--- config.mk ---
export PLATFORM = sky130hd
export DESIGN_NAME = cfi_primary_ext_query_rom
export DESIGN_NICKNAME = d
export VERILOG_FILES = /design/src/cfi_query_pkg.sv /design/src/query_lookup_if.sv /design/src/query_table_lookup.sv /design/src/cfi_primary_ext_query_rom.sv
export VERILOG_INCLUDE_DIRS = /design/src
export SDC_FILE = /design/constraint.sdc
export NUM_CORES = 1
export LEC_CHECK = 0
export BUFFER_PORTS_ARGS = -buffer_cell sky130_fd_sc_hd__buf_2
export CORE_MARGIN = 2
export CORE_UTILIZATION = 40
export DETAILED_ROUTE_END_ITERATION = 8
export GPL_ROUTABILITY_DRIVEN = 1
export PLACE_DENSITY = 0.63
export SYNTH_ARGS = -nofsm -noshare
export SYNTH_HDL_FRONTEND = slang
export SYNTH_HIERARCHICAL = 1
export SYNTH_SLANG_ARGS = --single-unit
--- constraint.sdc ---
create_clock -name clock_in -period 9.2 [get_ports clock_in]
set_input_delay 2.76 -clock clock_in [delete_from_list [all_inputs] [get_ports clock_in]]
set_output_delay 2.76 -clock clock_in [all_outputs]
set_load 0.01 [all_outputs]
--- src/cfi_query_cfg.svh ---
// constants of the primary-algorithm extended query table block
`ifndef CFI_QUERY_CFG_SVH
`define CFI_QUERY_CFG_SVH

// pointer value read at main query offset 15h
`define QRY_PTR_OFFSET     8'h15
`define QRY_BASE_RST       8'h39

// entry offsets relative to the base pointer
`define QRY_REL_FIRST      8'h03
`define QRY_REL_MAJOR      8'h03
`define QRY_REL_MINOR      8'h04
`define QRY_REL_FEAT0      8'h05
`define QRY_REL_FEAT1      8'h06
`define QRY_REL_FEAT2      8'h07
`define QRY_REL_FEAT3      8'h08
`define QRY_REL_SUSP       8'h09
`define QRY_REL_PROT0      8'h0A
`define QRY_REL_PROT1      8'h0B
`define QRY_REL_VDD        8'h0C
`define QRY_REL_VPP        8'h0D
`define QRY_REL_NFIELD     8'h0E
`define QRY_REL_PADR_LO    8'h0F
`define QRY_REL_PADR_HI    8'h10
`define QRY_REL_FACT_SIZE  8'h11
`define QRY_REL_USER_SIZE  8'h12
`define QRY_REL_LAST       8'h12

// entry values, low byte of each query word
`define QRY_VAL_MAJOR      8'h31
`define QRY_VAL_MINOR      8'h30
`define QRY_VAL_FEAT0      8'hE6
`define QRY_VAL_FEAT1      8'h03
`define QRY_VAL_FEAT_HI    8'h00
`define QRY_VAL_SUSP       8'h01
`define QRY_VAL_PROT0      8'h03
`define QRY_VAL_PROT1      8'h00
`define QRY_VAL_VDD        8'h18
`define QRY_VAL_VPP        8'hC0
`define QRY_VAL_NFIELD     8'h01
`define QRY_VAL_PADR_LO    8'h80
`define QRY_VAL_PADR_HI    8'h00
`define QRY_VAL_FACT_SIZE  8'h03
`define QRY_VAL_USER_SIZE  8'h04

// command codes on the command port
`define CMD_READ_ARRAY     8'hFF
`define CMD_READ_STATUS    8'h70
`define CMD_QUERY          8'h98

// apb byte offsets
`define APB_OFF_BASE       12'h000
`define APB_OFF_ADDR       12'h004
`define APB_OFF_DATA       12'h008
`define APB_OFF_STATUS     12'h00C
`define STAT_REFUSED_BIT   3

`endif

--- src/cfi_query_pkg.sv ---
// types shared by the extended query table block
package cfi_query_pkg;
   typedef enum logic [1:0]
   {
      MODE_ARRAY  = 2'b00,
      MODE_STATUS = 2'b01,
      MODE_QUERY  = 2'b10
   } mode_type;
endpackage

--- src/query_lookup_if.sv ---
// carrier between the control logic and the query table lookup
`timescale 1ns/1ps
`default_nettype none
interface query_lookup_if;
   logic [7:0]  word_addr;
   logic [7:0]  base;
   logic [15:0] word;
   logic        hit;
   modport requester  (output word_addr, base, input word, hit);
   modport table_side (input word_addr, base, output word, hit);
endinterface // query_lookup_if
`default_nettype wire

--- src/query_table_lookup.sv ---
// constant lookup of the extended query words relative to the base pointer
`timescale 1ns/1ps
`default_nettype none
`include "cfi_query_cfg.svh"
module query_table_lookup
   import cfi_query_pkg::*;
(
   query_lookup_if.table_side lk   // address in, word out
);
   function automatic logic [7:0] entry_byte(input logic [7:0] rel);
      logic [7:0] b;
      b = 8'h00;
      unique case (rel)
         `QRY_REL_MAJOR:     b = `QRY_VAL_MAJOR;
         `QRY_REL_MINOR:     b = `QRY_VAL_MINOR;
         `QRY_REL_FEAT0:     b = `QRY_VAL_FEAT0;
         `QRY_REL_FEAT1:     b = `QRY_VAL_FEAT1;
         `QRY_REL_FEAT2:     b = `QRY_VAL_FEAT_HI;
         `QRY_REL_FEAT3:     b = `QRY_VAL_FEAT_HI;
         `QRY_REL_SUSP:      b = `QRY_VAL_SUSP;
         `QRY_REL_PROT0:     b = `QRY_VAL_PROT0;
         `QRY_REL_PROT1:     b = `QRY_VAL_PROT1;
         `QRY_REL_VDD:       b = `QRY_VAL_VDD;
         `QRY_REL_VPP:       b = `QRY_VAL_VPP;
         `QRY_REL_NFIELD:    b = `QRY_VAL_NFIELD;
         `QRY_REL_PADR_LO:   b = `QRY_VAL_PADR_LO;
         `QRY_REL_PADR_HI:   b = `QRY_VAL_PADR_HI;
         `QRY_REL_FACT_SIZE: b = `QRY_VAL_FACT_SIZE;
         `QRY_REL_USER_SIZE: b = `QRY_VAL_USER_SIZE;
         default:            b = 8'h00;
      endcase
      return b;
   endfunction

   logic [7:0] rel_offset;

   assign rel_offset = 8'(lk.word_addr - lk.base);
   assign lk.hit     = (rel_offset >= `QRY_REL_FIRST) && (rel_offset <= `QRY_REL_LAST);
   // upper byte always zero
   assign lk.word    = {8'h00, entry_byte(rel_offset)};
endmodule // query_table_lookup
`default_nettype wire

--- src/cfi_primary_ext_query_rom.sv ---
// extended query table block: command mode, query read port and apb registers
`timescale 1ns/1ps
`default_nettype none
`include "cfi_query_cfg.svh"
module cfi_primary_ext_query_rom
   import cfi_query_pkg::*;
#(
   parameter int ADDR_WIDTH = 12
)
(
   input  wire logic                  clock_in,      // 125 MHz clock
   input  wire logic                  reset_n_in,    // async reset, active low
   input  wire logic [ADDR_WIDTH-1:0] paddr_in,      // apb byte address
   input  wire logic                  psel_in,       // apb select
   input  wire logic                  penable_in,    // apb access phase
   input  wire logic                  pwrite_in,     // apb write
   input  wire logic [31:0]           pwdata_in,     // apb write data
   output logic      [31:0]           prdata_out,    // apb read data
   output logic                       pready_out,    // apb ready
   output logic                       pslverr_out,   // apb error
   input  wire logic                  cmd_valid_in,  // command strobe
   input  wire logic [7:0]            cmd_code_in,   // command code
   input  wire logic                  suspend_in,    // an operation is suspended
   input  wire logic                  rd_req_in,     // query read strobe
   input  wire logic [7:0]            rd_addr_in,    // query word offset
   output logic      [15:0]           rd_data_out,   // query read data
   output logic                       rd_valid_out,  // read data valid
   output logic                       query_mode_out // query mode active
);

   ////////////////////////////////////////////////////////////////////////////
   // state

   mode_type    mode_reg;
   mode_type    mode_next;
   logic [7:0]  base_reg;
   logic [7:0]  addr_reg;
   logic        refused_reg;
   logic [15:0] rd_data_reg;
   logic [15:0] rd_data_next;
   logic        rd_valid_reg;
   logic [31:0] prdata_reg;
   logic [31:0] prdata_next;

   query_lookup_if port_lk();
   query_lookup_if soft_lk();

   query_table_lookup u_port_lookup
   (
      .lk (port_lk)
   );

   query_table_lookup u_soft_lookup
   (
      .lk (soft_lk)
   );

   ////////////////////////////////////////////////////////////////////////////
   // command decode

   logic cmd_array;
   logic cmd_status;
   logic cmd_query;
   logic cmd_known;
   logic cmd_refused;

   assign cmd_array   = cmd_valid_in && (cmd_code_in == `CMD_READ_ARRAY);
   assign cmd_status  = cmd_valid_in && (cmd_code_in == `CMD_READ_STATUS);
   assign cmd_query   = cmd_valid_in && (cmd_code_in == `CMD_QUERY);
   assign cmd_known   = cmd_array || cmd_status || cmd_query;
   // other commands belong to the program/erase controller; during suspend
   // they are refused here and flagged for software
   assign cmd_refused = cmd_valid_in && suspend_in && !cmd_known;

   // read commands are taken whether or not an operation is suspended
   assign mode_next = cmd_query  ? MODE_QUERY  :
                      cmd_status ? MODE_STATUS :
                      cmd_array  ? MODE_ARRAY  :
                      mode_reg;

   always_ff @(posedge clock_in or negedge reset_n_in)
   begin
      if (!reset_n_in)
         mode_reg <= MODE_ARRAY;
      else
         mode_reg <= mode_next;
   end

   ////////////////////////////////////////////////////////////////////////////
   // query read port

   logic in_query;

   assign in_query           = (mode_reg == MODE_QUERY);
   assign port_lk.word_addr  = rd_addr_in;
   assign port_lk.base       = base_reg;
   // outside query mode the array or status path owns the bus, so zero here
   assign rd_data_next       = (in_query && port_lk.hit) ? port_lk.word : 16'h0000;

   always_ff @(posedge clock_in or negedge reset_n_in)
   begin
      if (!reset_n_in)
      begin
         rd_data_reg  <= 16'h0000;
         rd_valid_reg <= 1'b0;
      end
      else
      begin
         rd_valid_reg <= rd_req_in;
         if (rd_req_in)
            rd_data_reg <= rd_data_next;
      end
   end

   assign rd_data_out    = rd_data_reg;
   assign rd_valid_out   = rd_valid_reg;
   assign query_mode_out = in_query;

   ////////////////////////////////////////////////////////////////////////////
   // apb slave, zero wait states

   logic [ADDR_WIDTH-1:0] off_base;
   logic [ADDR_WIDTH-1:0] off_addr;
   logic [ADDR_WIDTH-1:0] off_data;
   logic [ADDR_WIDTH-1:0] off_status;
   logic                  sel_base;
   logic                  sel_addr;
   logic                  sel_data;
   logic                  sel_status;
   logic                  mapped;
   logic                  setup_rd;
   logic                  access;
   logic                  wr_base;
   logic                  wr_addr;
   logic                  wr_clear;
   logic [31:0]           status_word;

   assign off_base    = ADDR_WIDTH'(`APB_OFF_BASE);
   assign off_addr    = ADDR_WIDTH'(`APB_OFF_ADDR);
   assign off_data    = ADDR_WIDTH'(`APB_OFF_DATA);
   assign off_status  = ADDR_WIDTH'(`APB_OFF_STATUS);
   assign sel_base    = (paddr_in == off_base);
   assign sel_addr    = (paddr_in == off_addr);
   assign sel_data    = (paddr_in == off_data);
   assign sel_status  = (paddr_in == off_status);
   assign mapped      = sel_base || sel_addr || sel_data || sel_status;
   assign setup_rd    = psel_in && !penable_in && !pwrite_in;
   assign access      = psel_in && penable_in;
   assign wr_base     = access && pwrite_in && sel_base;
   assign wr_addr     = access && pwrite_in && sel_addr;
   assign wr_clear    = access && pwrite_in && sel_status && pwdata_in[`STAT_REFUSED_BIT];
   assign pready_out  = 1'b1;
   assign pslverr_out = access && !mapped;

   assign soft_lk.word_addr = addr_reg;
   assign soft_lk.base      = base_reg;
   assign status_word       = {28'h0000000, refused_reg, suspend_in, mode_reg};

   assign prdata_next = sel_base   ? {24'h000000, base_reg} :
                        sel_addr   ? {24'h000000, addr_reg} :
                        sel_data   ? {16'h0000, (in_query && soft_lk.hit) ? soft_lk.word : 16'h0000} :
                        sel_status ? status_word :
                        32'h00000000;

   always_ff @(posedge clock_in or negedge reset_n_in)
   begin
      if (!reset_n_in)
      begin
         base_reg   <= `QRY_BASE_RST;
         addr_reg   <= 8'h00;
         prdata_reg <= 32'h00000000;
      end
      else
      begin
         if (wr_base)
            base_reg <= pwdata_in[7:0];
         if (wr_addr)
            addr_reg <= pwdata_in[7:0];
         if (setup_rd)
            prdata_reg <= prdata_next;
      end
   end

   // a refusal in the clearing cycle survives the clear
   always_ff @(posedge clock_in or negedge reset_n_in)
   begin
      if (!reset_n_in)
         refused_reg <= 1'b0;
      else if (cmd_refused)
         refused_reg <= 1'b1;
      else if (wr_clear)
         refused_reg <= 1'b0;
   end

   assign prdata_out = prdata_reg;

   ////////////////////////////////////////////////////////////////////////////
   // assertions

   logic [7:0] rel_in;

   assign rel_in = 8'(rd_addr_in - base_reg);
endmodule // cfi_primary_ext_query_rom
`default_nettype wire

==> summary.md, run 1 <==
| Metric | Value |
|---|---|
| Row count | 36 |
| Vias in the first global route | about 3200 |
| Async set-reset flop share out of synthesis | 1.00 |
| Setup violations, final | 0 |
| Hold Crit Class | reg -> reg |
| Final Hold Fails | 0 |
| Fillers | 973 |
| Hold_buf cts | 0 |
| Routed vias | about 3200 |
| Place WS | around 2.4 ns |
| Number of synthesized flops with an enable pin | 0 |
| R2R depth | 14 |
| FF-to-FF End | prdata_out[7]$_DFFE_PN0P_ |
| Clk slew on worst S/H paths | approximately 0.09 ns |
| R2R Setup Slk | 5.41 ns |
| Leakage | between 2 and 2.5 nW |
| Routability cong. | roughly 0.80 |
| Clock Latency Late Sink | between 0.3 and 0.4 ns |
| Worst r2r src | base_reg[0]$_DFFE_PN1P_ |
| Post-route minimum period | ~6.8 ns |
| P per Cell Area | approximately 110 nW/um^2 |
| Worst-Margin Slew | ~1.1 ns |
| Peak VDD IR | around 0.067 mV |
| Area Overhead vs Synth | 12.6% |
| Startpoint type of the worst setup path | input pin |
| Num ports | 120 |
| Critical Path Fanout Max | 11 |
| DIE WIDTH | 104 um |
| Critical path launch point | paddr_in[9] |
| RSZ-0062 raised after global routing | no |
| Final nets | just over 600 |
| Synth cell types | 69 |
| Fin. max-slew vios | 0 |
| DPL Wire Length | 6.89 mm |
| Worst-case clock skew | ~0.0031 ns |
| TritonCTS clock tree | built |
| Max H-tree Level | 2 |
| Crit path to | pslverr_out |
| Num CTS Buffers | 5 |
| Sequential area share after synthesis | 0.329 |
| CP required | roughly 6.4 ns |
| DR vias/cell | just under 5 |
| Post-route ant nets | 0 |
| Max-cap violations | 0 |
| Avg Cell Area, Syn | about 9 um^2 |
| Hold_ws | ~0.47 ns |
| Number of setup buffers added after CTS | 0 |
| First-pass GRT wire length | about 15 mm |
| DIE AREA | 10700 um^2 |
| Setup WS post-layout | ~2.4 ns |
| Clock Path Buffers | 2 |
| CP Capture Type | primary output |
| Most used DFF post-synth | dfrtp_1 |
| Clk root buf | clkbuf_8 |
| Tot GR Track Use | 0.166 |
| Post-synthesis cell count | between 400 and 500 |
| Mapped cell area | a little under 4000 um^2 |
| Setup CP Type | in -> out |
| Drt first pass iters | 4 |
| Number of synthesized register bits | 52 |
| Final period util | 0.740 |
| CP arrival | between 4 and 5 ns |
| Die Ht | around 100 um |
| Antenna violations before repair | 0 |
| PortBufs | about 80 |
| Total gr overflow | 0 |
| Total core area | between 9000 and 10000 um^2 |
| HP Start | prdata_out[8]$_DFFE_PN0P_ |
| WL per Instance | between 10 and 15 um |
| Routed WL | 8.72 mm |
| Ys Warns | 6 |
| Post-CTS resize count | 0 |
| CTS Sinks | 52 |
| Largest net degree at the start of global routing | 53 |
| Share of cells above drive strength 1 | 0.260 |
| Core Util, Final | 0.461 |
| Initial Util | 0.410 |
| Residual DRC | 0 |
| Outcome | finished clean |
| Setup TNS Final | 0 ns |
| Fmax | around 0.15 GHz |
| Iter 0 DRT Violations | between 200 and 250 |
| N_diodes | 0 |
| Slew HR | 0.285 |
==> Yosys cell counts, types with 3 or more instances <==
cell type  count  share of area
nand2_1       48          0.045
or3_1          3         0.0047
a21oi_1        8          0.010
buf_4         33          0.062
o21ai_1        3         0.0038
mux2_2        16          0.045
inv_1         43          0.041
ha_1          24          0.076
dfstp_2        4          0.026
xnor2_1        9          0.020
nand2b_1       6         0.0095
dfrtp_1       48           0.30
a21o_1         4         0.0076
xor2_1         3         0.0066
a21oi_2        3         0.0066
a211oi_1       3         0.0057
a31oi_1        5         0.0079
a311oi_1       4         0.0088
nand3_1       17          0.021
a22oi_1        4         0.0076
nor4_2         3         0.0095
conb_1         4         0.0038
buf_2          3         0.0038
and2_1         4         0.0063
o21ai_0       29          0.037
clkbuf_1      10         0.0095
nor2_1        21          0.020
nor3b_1        3         0.0057
a32oi_1        6          0.013
mux2i_1        6          0.015
nor4_1         7          0.011
nor3_1         8          0.010
==> cell usage in the layout, fill, tap and decap left out, drive strengths merged, types with 10 or more instances in the layout <==
cell type	instances
xnor2	11
nor4	10
conb	33
dfrtp	48
nand3	17
o21ai	32
ha	24
buf	82
nand2	49
mux2	17
inv	43
a21oi	12
nor2	22
==> final cells by class <==
| class | instances | area [um^2] | area share |
|---|---|---|---|
| clock buffers | 5 | 68.8 | 0.0154 |
| clock inverters | 2 | 60.1 | 0.0134 |
| inverters | 43 | 161 | 0.0361 |
| multi-input cells | 328 | 2280 | 0.511 |
| flip-flops and latches | 52 | 1310 | 0.292 |
| well taps | 133 | 166 | 0.0372 |
| repair buffers | 82 | 420 | 0.0941 |
==> kinds of logic after synthesis <==
kind of cell,Yosys count,share of synthesized area
multiplexers,23,0.0634
AND/OR/NAND/NOR,144,0.200
AO/OA/AOI/OAI,87,0.154
buffers and inverters,91,0.122
adder cells (fa/ha/maj),26,0.0858
XOR/XNOR,15,0.0416
flip-flops,52,0.329
other,4,0.00378
==> worst max-delay path, cell delays in order <==
cell	delay, ns
buf_2	0.10
or4_4	0.54
nor4_1	0.23
buf_4	0.23
nor2_1	0.06
buf_2	0.13
==> routing by layer <==
layer  GRT usage  wire length [um]  share of wire  vias to the layer above
met1       0.208              3910           0.45                     1503
met3      0.0283               356          0.041                       10
li1            -                 -              -                     1609
met5           0                 0              0                        -
met4      0.0425               115          0.013                        0
met2       0.296              4340           0.50                       77
==> worst min-delay path by stage <==
| stage | endpoint | slack [ns] | depth (start not counted) |
|---|---|---|---|
| 2_1_floorplan | refused_reg$_DFFE_PN0P_ | 0.46 | 1 |
| 3_3_place_gp | prdata_out[8]$_DFFE_PN0P_ | 0.45 | 2 |
| 3_5_place_dp | prdata_out[8]$_DFFE_PN0P_ | 0.45 | 2 |
| 4_1_cts | prdata_out[8]$_DFFE_PN0P_ | 0.47 | 2 |
| 5_1_grt | prdata_out[10]$_DFFE_PN0P_ | 0.51 | 2 |
| 6_report | prdata_out[8]$_DFFE_PN0P_ | 0.47 | 2 |
==> per-stage QoR <==
step | cell area (um^2) | power, W | cells
3_5_place_dp | 4340 | 0.000311 | 638
4_1_cts | 4470 | 0.000493 | 645
6_report | 4470 | 0.000488 | 645
5_1_grt | 4470 | 0.000511 | 645
2_1_floorplan | 4080 | 0.000294 | 471
3_3_place_gp | 4340 | 0.000309 | 638
==> where the power goes <==
part           leakage [nW]  switching (W)   total, W  internal, W
Clock                0.0642      0.0000750   0.000182     0.000107
Combinational          1.34      0.0000454  0.0000728    0.0000274
Sequential            0.699     0.00000173   0.000233     0.000231
(Power assumes the default switching activity.)
==> run 2, diff against run 1 <==
--- a/config.mk
+++ b/config.mk
@@ -6,12 +6,13 @@
 export SDC_FILE = /design/constraint.sdc
 export NUM_CORES = 1
 export LEC_CHECK = 0
+export ABC_AREA = 1
 export BUFFER_PORTS_ARGS = -buffer_cell sky130_fd_sc_hd__buf_2
 export CORE_MARGIN = 2
 export CORE_UTILIZATION = 40
 export DETAILED_ROUTE_END_ITERATION = 8
 export GPL_ROUTABILITY_DRIVEN = 1
-export PLACE_DENSITY = 0.63
+export PLACE_DENSITY = 0.64
 export SYNTH_ARGS = -nofsm -noshare
 export SYNTH_HDL_FRONTEND = slang
 export SYNTH_HIERARCHICAL = 1
==> constraint.sdc (replaced) <==
create_clock -name clock_in -period 6.2 [get_ports clock_in]
set_input_delay 1.86 -clock clock_in [delete_from_list [all_inputs] [get_ports clock_in]]
set_output_delay 1.86 -clock clock_in [all_outputs]
set_load 0.01 [all_outputs]
==> summary.md, run 2 <==
| Metric | Value |
|---|---|
| CP Capture Type | primary output |
| Num ports | 120 (unchanged) |
| Slowest stage delay, CP | 0.27 ns (-0.27 ns) |
| Worst path slowest cell | nor2_4 |
| Slew HR | 0.538 (+0.253) |
| DIE AREA | 11700 um^2 (+8.7%) |
| Met3 usage | 0.0235 (-0.00481) |
| DR vias/cell | 4.74 (-4.5%) |
| Antenna violations before repair | 0 (unchanged) |
| Routability cong. | 0.893 (+12%) |
| Total gr overflow | 0 (unchanged) |
| Avg Cell Area, Syn | 6.91 um^2 (-23%) |
| Top cells by area, synth | dfrtp_1 (28%), nand2_1 (16%), inv_1 (7.9%) |
| Total core area | 10400 um^2 (+7.6%) |
| Most used DFF post-synth | dfrtp_1 |
| Clk root buf | clkbuf_8 |
| Clk slew on worst S/H paths | 0.10 ns (about the same) |
| Dominant cell type by area after synthesis | dfrtp_1 |
| Max-cap violations | 0 (unchanged) |
| N_diodes | 0 (unchanged) |
| Die Ht | 108 um (+4.2%) |
| Post-route ant nets | 0 (unchanged) |
| Final period util | 0.778 |
| Multi-input logic area | 2430 um^2 (+6.3%) |
| Commonest cells post-synth | nand2_1 (186), inv_1 (91), nand3_1 (50) |
| Post-route minimum period | 4.82 ns |
| DIE WIDTH | 108 um (+4.2%) |
| First-pass GRT wire length | 16.8 mm (+14%) |
| Int Pwr | 0.000459 W (+25%) |
| CP arrival | 2.96 ns (-1.09 ns) |
| Critical path cell sequence | buf_2 -> nor2_1 -> nand2_2 -> nor2_4 -> nand2_2 -> nand2_1 -> nor2_1 -> buf_2 |
| Logic gate share of total power | 0.163 (+0.014) |
| Vias in the first global route | 3736 (+17%) |
| Peak VDD IR | 0.0910 mV (+37%) |
| Post-CTS resize count | 0 (unchanged) |
| Final Hold Fails | 0 (unchanged) |
| Leakage | 2.64 nW (+25%) |
| Number of synthesized register bits | 52 (unchanged) |
| WL per Instance | 11.7 um (-13%) |
| RSZ-0062 raised after global routing | no |
| Worst-case clock skew | 0.0112 ns (+0.00812 ns) |
| Row count | 37 (+2.8%) |
| Mapped cell area | 4320 um^2 (+9.0%) |
| Startpoint type of the worst setup path | input pin |
| Setup violations, final | 0 (unchanged) |
| FF/Latch Area | 1310 um^2 (unchanged) |
| Hold Crit Class | reg -> reg |
| Initial Util | 0.415 (+0.00557) |
| Synth cell types | 42 (-39%) |
| Clock Latency Late Sink | 0.31 ns (about the same) |
| Max H-tree Level | 2 (unchanged) |
| Clk pwr share | 0.312 (-0.061) |
| Setup TNS Final | 0 ns (unchanged) |
| Setup WS post-layout | 1.38 ns (-1.01 ns) |
| Async set-reset flop share out of synthesis | 1.00 (unchanged) |
| Tot GR Track Use | 0.177 (+0.0115) |
| Fin. max-slew vios | 0 (unchanged) |
| Ys Warns | 6 (unchanged) |
| DPL Wire Length | 7.85 mm (+14%) |
| Place WS | 1.38 ns (-0.999 ns) |
| Hold_buf cts | 0 (unchanged) |
| Setup CP Type | in -> out |
| Met1 global-route usage | 0.247 (+0.0398) |
| Residual DRC | 0 (unchanged) |
| Routed vias | 3952 (+24%) |
| TritonCTS clock tree | built |
| PortBufs | 78 (unchanged) |
| Drt first pass iters | 4 (unchanged) |
| CTS Sinks | 52 (unchanged) |
| Critical Path Fanout Max | 13 (+2) |
| P per Cell Area | 136 nW/um^2 (+25%) |
| Grt met2 use | 0.293 (-0.00275) |
| Sequential fraction of design power | 0.525 (+0.047) |
| Iter 0 DRT Violations | 280 (+31%) |
| Num CTS Buffers | 5 (unchanged) |
| Fillers | 1098 (+13%) |
| Clock Path Buffers | 2 (unchanged) |
| Crit path buffers/inverters | 2 (-1) |
| Switch share | 0.297 (+0.0464) |
| Sw power | 0.000193 W (+58%) |
| Number of setup buffers added after CTS | 0 (unchanged) |
| Top-count cell post-synth | nand2_1 |
| Commonest non-fill, non-tap cell in the layout | nand2_1 |
| Largest net degree at the start of global routing | 53 (unchanged) |
| CP required | 4.34 ns (-2.10 ns) |
| Sequential area share after synthesis | 0.302 (-0.0273) |
| Worst-Margin Slew | 0.693 ns (-0.372 ns) |
| Area Overhead vs Synth | 10.6% |
| Most Crowded Layer GR | met2 |
| Share of cells above drive strength 1 | 0.215 (-0.0449) |
| Number of synthesized flops with an enable pin | 0 (unchanged) |
| Fmax | around 0.21 GHz |
| Outcome | finished clean |
| Top cell type's share of synthesized area | 0.278 (-0.0251) |
| Routed WL | 9.77 mm (+12%) |
| Most frequent cells in the layout | nand2_1 (186), inv_1 (91), buf_2 (78) |
| Final nets | 791 (+31%) |
| Core Util, Final | 0.459 (-0.00227) |
| Post-synthesis cell count | 626 (+42%) |
| CP delay by family, top | simple AND/OR/NAND/NOR gates |
[run 2: cell types whose count changed in the layout (fill, tap and decap cells not counted), moves of 8 or more]
cell / change
nand2_1: +138
inv_1: +48
nand3_1: +33
nor2_1: +26
o21ai_0: -21
nand2_2: +17
mux2_2: -16
o22ai_1: +16
nand4_1: +11
o21ai_2: +10
xnor2_1: -9
inv_2: +8
nand3_2: +8
[run 2: final timing paths]
path / startpoint / to / slack, ns / cells after the start
max: paddr_in[5] / pslverr_out / 1.38 / 8
min: prdata_out[4]$_DFFE_PN0P_ / prdata_out[4]$_DFFE_PN0P_ / 0.48 / 2
max in group asynchronous: reset_n_in / addr_reg[3]$_DFFE_PN0P_ / 4.09 / 2
min reg2reg: prdata_out[4]$_DFFE_PN0P_ / prdata_out[4]$_DFFE_PN0P_ / 0.48 / 2
max reg2reg: base_reg[0]$_DFFE_PN1P_ / prdata_out[6]$_DFFE_PN0P_ / 3.32 / 15
min in group asynchronous: reset_n_in / rd_data_out[9]$_DFFE_PN0P_ / 1.66 / 2
[run 2: worst reg2reg max path: cells and delay by family, from the launching register on]
kind	cells	cell delay [ns]
buffers and inverters	2	0.14
adders and majority gates	2	0.54
DFF	1	0.62
and+or+nand+nor	11	1.49
[run 2: area by class of cell]
cell class	count	area share
Tap cell	136	0.0356
Clock inverter	3	0.00576
Sequential cell	52	0.273
Inverter	100	0.0785
Multi-Input combinational cell	458	0.508
Timing Repair Buffer	80	0.0848
Clock buffer	5	0.0144
[run 2: power by group through the flow]
stage / clock [W] / sequential [W] / combinational (W)
after floorplan: 0 / 0.000349 / 0.0000834
after global placement: 0 / 0.000349 / 0.000103
after detailed placement: 0 / 0.000349 / 0.000106
after CTS: 0.000211 / 0.000342 / 0.000106
after global routing: 0.000224 / 0.000343 / 0.000123
final: 0.000204 / 0.000342 / 0.000106
[run 2: per-layer routing]
metal / up-vias / part of all wire
li1: 2038 / -
met1: 1788 / 0.48
met2: 117 / 0.45
met3: 9 / 0.050
met4: 0 / 0.013
met5: - / 0
[run 2: cells by family (layout without fill, tap and decap cells)]
group,count (synthesis),count (layout),share of synthesized area
AOI/OAI and AO/OA,55,55,0.0868
xor gates and xnor gates,3,3,0.00781
adders and majority gates,26,26,0.0787
buffers and inverters,145,188,0.161
DFF,52,52,0.302
other,4,33,0.00347
and+or+nand+nor,341,341,0.360
[run 2: stage by stage]
step                      instances  hold slack (ns)  area [um^2]  total power (W)
after floorplan                 655            0.455         4430         0.000432
after global placement          826            0.462         4690         0.000452
after detailed placement        826            0.462         4690         0.000455
after CTS                       834            0.490         4780         0.000660
after global routing            834            0.505         4780         0.000689
final                           834            0.485         4780         0.000652
==> run 3, diff against run 2 <==
==> constraint.sdc (replaced) <==
create_clock -name clock_in -period 4.3 [get_ports clock_in]
set_input_delay 1.29 -clock clock_in [delete_from_list [all_inputs] [get_ports clock_in]]
set_output_delay 1.29 -clock clock_in [all_outputs]
set_load 0.01 [all_outputs]
==> summary.md, run 3 (synthesized netlist as in run 2, its figures left out) <==
| Metric | Value |
|---|---|
| Setup CP Type | in -> out |
| Max H-tree Level | 2 (unchanged) |
| Iter 0 DRT Violations | 233 (-17%) |
| CP arrival | 2.41 ns (-0.55 ns) |
| Routed WL | 9.96 mm (+2.0%) |
| Slew HR | 0.522 (-0.0165) |
| Hold Crit Class | reg -> reg |
| Post-route ant nets | 0 (unchanged) |
| Largest net degree at the start of global routing | 34 (-36%) |
| RSZ-0062 raised after global routing | no |
| Critical Path Fanout Max | 13 (unchanged) |
| Most frequent cells in the layout | nand2_1 (186), inv_1 (91), buf_2 (78) |
| CP required | 3.01 ns (-1.33 ns) |
| Initial Util | 0.415 (unchanged) |
| Num CTS Buffers | 5 (unchanged) |
| CP Capture Type | primary output |
| Number of setup buffers added after CTS | 0 (unchanged) |
| Post-route minimum period | 3.70 ns |
| Area Overhead vs Synth | 11.0% |
| N_diodes | 0 (unchanged) |
| Hold_buf cts | 0 (unchanged) |
| Max-cap violations | 0 (unchanged) |
| Share of cells above drive strength 1 | 0.215 (unchanged) |
| R2R Setup Slk | 1.40 ns (-1.92 ns) |
| Total core area | 10400 um^2 (unchanged) |
| Worst path slowest cell | nor2_4 |
| Vias in the first global route | 3807 (+1.9%) |
| Residual DRC | 0 (unchanged) |
| Worst-case clock skew | 0.00616 ns (-0.00503 ns) |
| Drt first pass iters | 5 (+1) |
| Setup violations, final | 0 (unchanged) |
| TritonCTS clock tree | built |
| Fmax | roughly 0.27 GHz |
| Post-CTS resize count | 0 (unchanged) |
| DIE AREA | 11700 um^2 (unchanged) |
| Antenna violations before repair | 0 (unchanged) |
| Slowest stage delay, CP | 0.29 ns (+0.02 ns) |
| WL per Instance | 11.9 um (+2.0%) |
| Outcome | finished clean |
| Total gr overflow | 0 (unchanged) |
| PortBufs | 78 (unchanged) |
| Clk root buf | clkbuf_8 |
| P per Cell Area | 208 nW/um^2 (+52%) |
| Clock Path Buffers | 2 (unchanged) |
| DR vias/cell | 4.76 (+0.40%) |
| Tot GR Track Use | 0.180 (+0.00246) |
| Clk slew on worst S/H paths | 0.10 ns (about the same) |
| Commonest non-fill, non-tap cell in the layout | nand2_1 |
| Die Ht | 108 um (unchanged) |
| DIE WIDTH | 108 um (unchanged) |
| Setup WS post-layout | 0.604 ns (-0.771 ns) |
| Final nets | 791 (unchanged) |
| Final Hold Fails | 0 (unchanged) |
| Final period util | 0.860 |
| Clock Latency Late Sink | 0.31 ns (about the same) |
| Setup TNS Final | 0 ns (unchanged) |
| DPL Wire Length | 8.17 mm (+4.1%) |
| Worst-Margin Slew | 0.717 ns (+0.0248 ns) |
| Critical path cell sequence | buf_2 -> nor2_1 -> nand2_1 -> nor2_4 -> nand2_1 -> nand4_1 -> nor2_1 -> buf_2 |
| Routed vias | 3968 (+0.40%) |
| Num ports | 120 (unchanged) |
| Routability cong. | 0.897 (+0.44%) |
| Fin. max-slew vios | 0 (unchanged) |
| Peak VDD IR | 0.141 mV (+55%) |
| Row count | 37 (unchanged) |
| Startpoint type of the worst setup path | input pin |
| First-pass GRT wire length | 17.0 mm (+1.2%) |
| Core Util, Final | 0.461 (+0.00180) |
| Leakage | 2.65 nW (+0.32%) |
| Place WS | 0.519 ns (-0.861 ns) |
| CTS Sinks | 52 (unchanged) |
## run 3: cell types whose count changed in the layout (fill, tap and decap cells not counted), sizes merged
| cell | before | now |
|---|---|---|
| bufinv | 0 | 1 |
| clkinv | 2 | 1 |
## run 3: stage by stage
step / power [W] / std cells / area [um^2] / hold slack (ns)
floorplan: 0.000623 / 655 / 4430 / 0.455
global placement: 0.000652 / 826 / 4690 / 0.462
detailed placement: 0.000656 / 826 / 4690 / 0.463
CTS: 0.00100 / 834 / 4800 / 0.489
global route: 0.00105 / 834 / 4800 / 0.505
finish: 0.000997 / 834 / 4800 / 0.485
## run 3: power by group
| part | internal, W | total, W | switching [W] |
|---|---|---|---|
| Combinational | 0.0000501 | 0.000153 | 0.000103 |
| Sequential | 0.000492 | 0.000494 | 0.00000206 |
| Clock | 0.000176 | 0.000351 | 0.000175 |
## run 3: worst paths after layout
| path | end | depth (start not counted) | startpoint |
|---|---|---|---|
| worst max register to register | rd_data_out[2]$_DFFE_PN0P_ | 11 | base_reg[0]$_DFFE_PN1P_ |
| worst min register to register | prdata_out[9]$_DFFE_PN0P_ | 2 | prdata_out[9]$_DFFE_PN0P_ |
| worst max-delay path | pslverr_out | 8 | paddr_in[9] |
| worst min-delay path | prdata_out[9]$_DFFE_PN0P_ | 2 | prdata_out[9]$_DFFE_PN0P_ |
| max in group asynchronous | base_reg[3]$_DFFE_PN1P_ | 2 | reset_n_in |
| min in group asynchronous | rd_data_out[9]$_DFFE_PN0P_ | 1 | reset_n_in |
## run 3: worst max-delay path: cells and delay by family
family                 cells  cell delay [ns]
buffers and inverters      2             0.23
and+or+nand+nor            6             0.88
## run 3: layout make-up
class,instances,area (um^2)
Clock inverter,3,46.3
Sequential cell,52,1310
Clock buffer,5,68.8
Fill cell,1100,5620
Inverter,100,375
Timing Repair Buffer,80,405
Tap cell,136,170
Multi-Input combinational cell,458,2430
## run 3: layer usage
| metal | up-vias | global-route usage | share of wire |
|---|---|---|---|
| li1 | 2033 | - | - |
| met2 | 134 | 0.305 | 0.47 |
| met5 | - | 0 | 0 |
| met3 | 12 | 0.0313 | 0.065 |
| met4 | 0 | 0.0449 | 0.012 |
| met1 | 1789 | 0.238 | 0.46 |
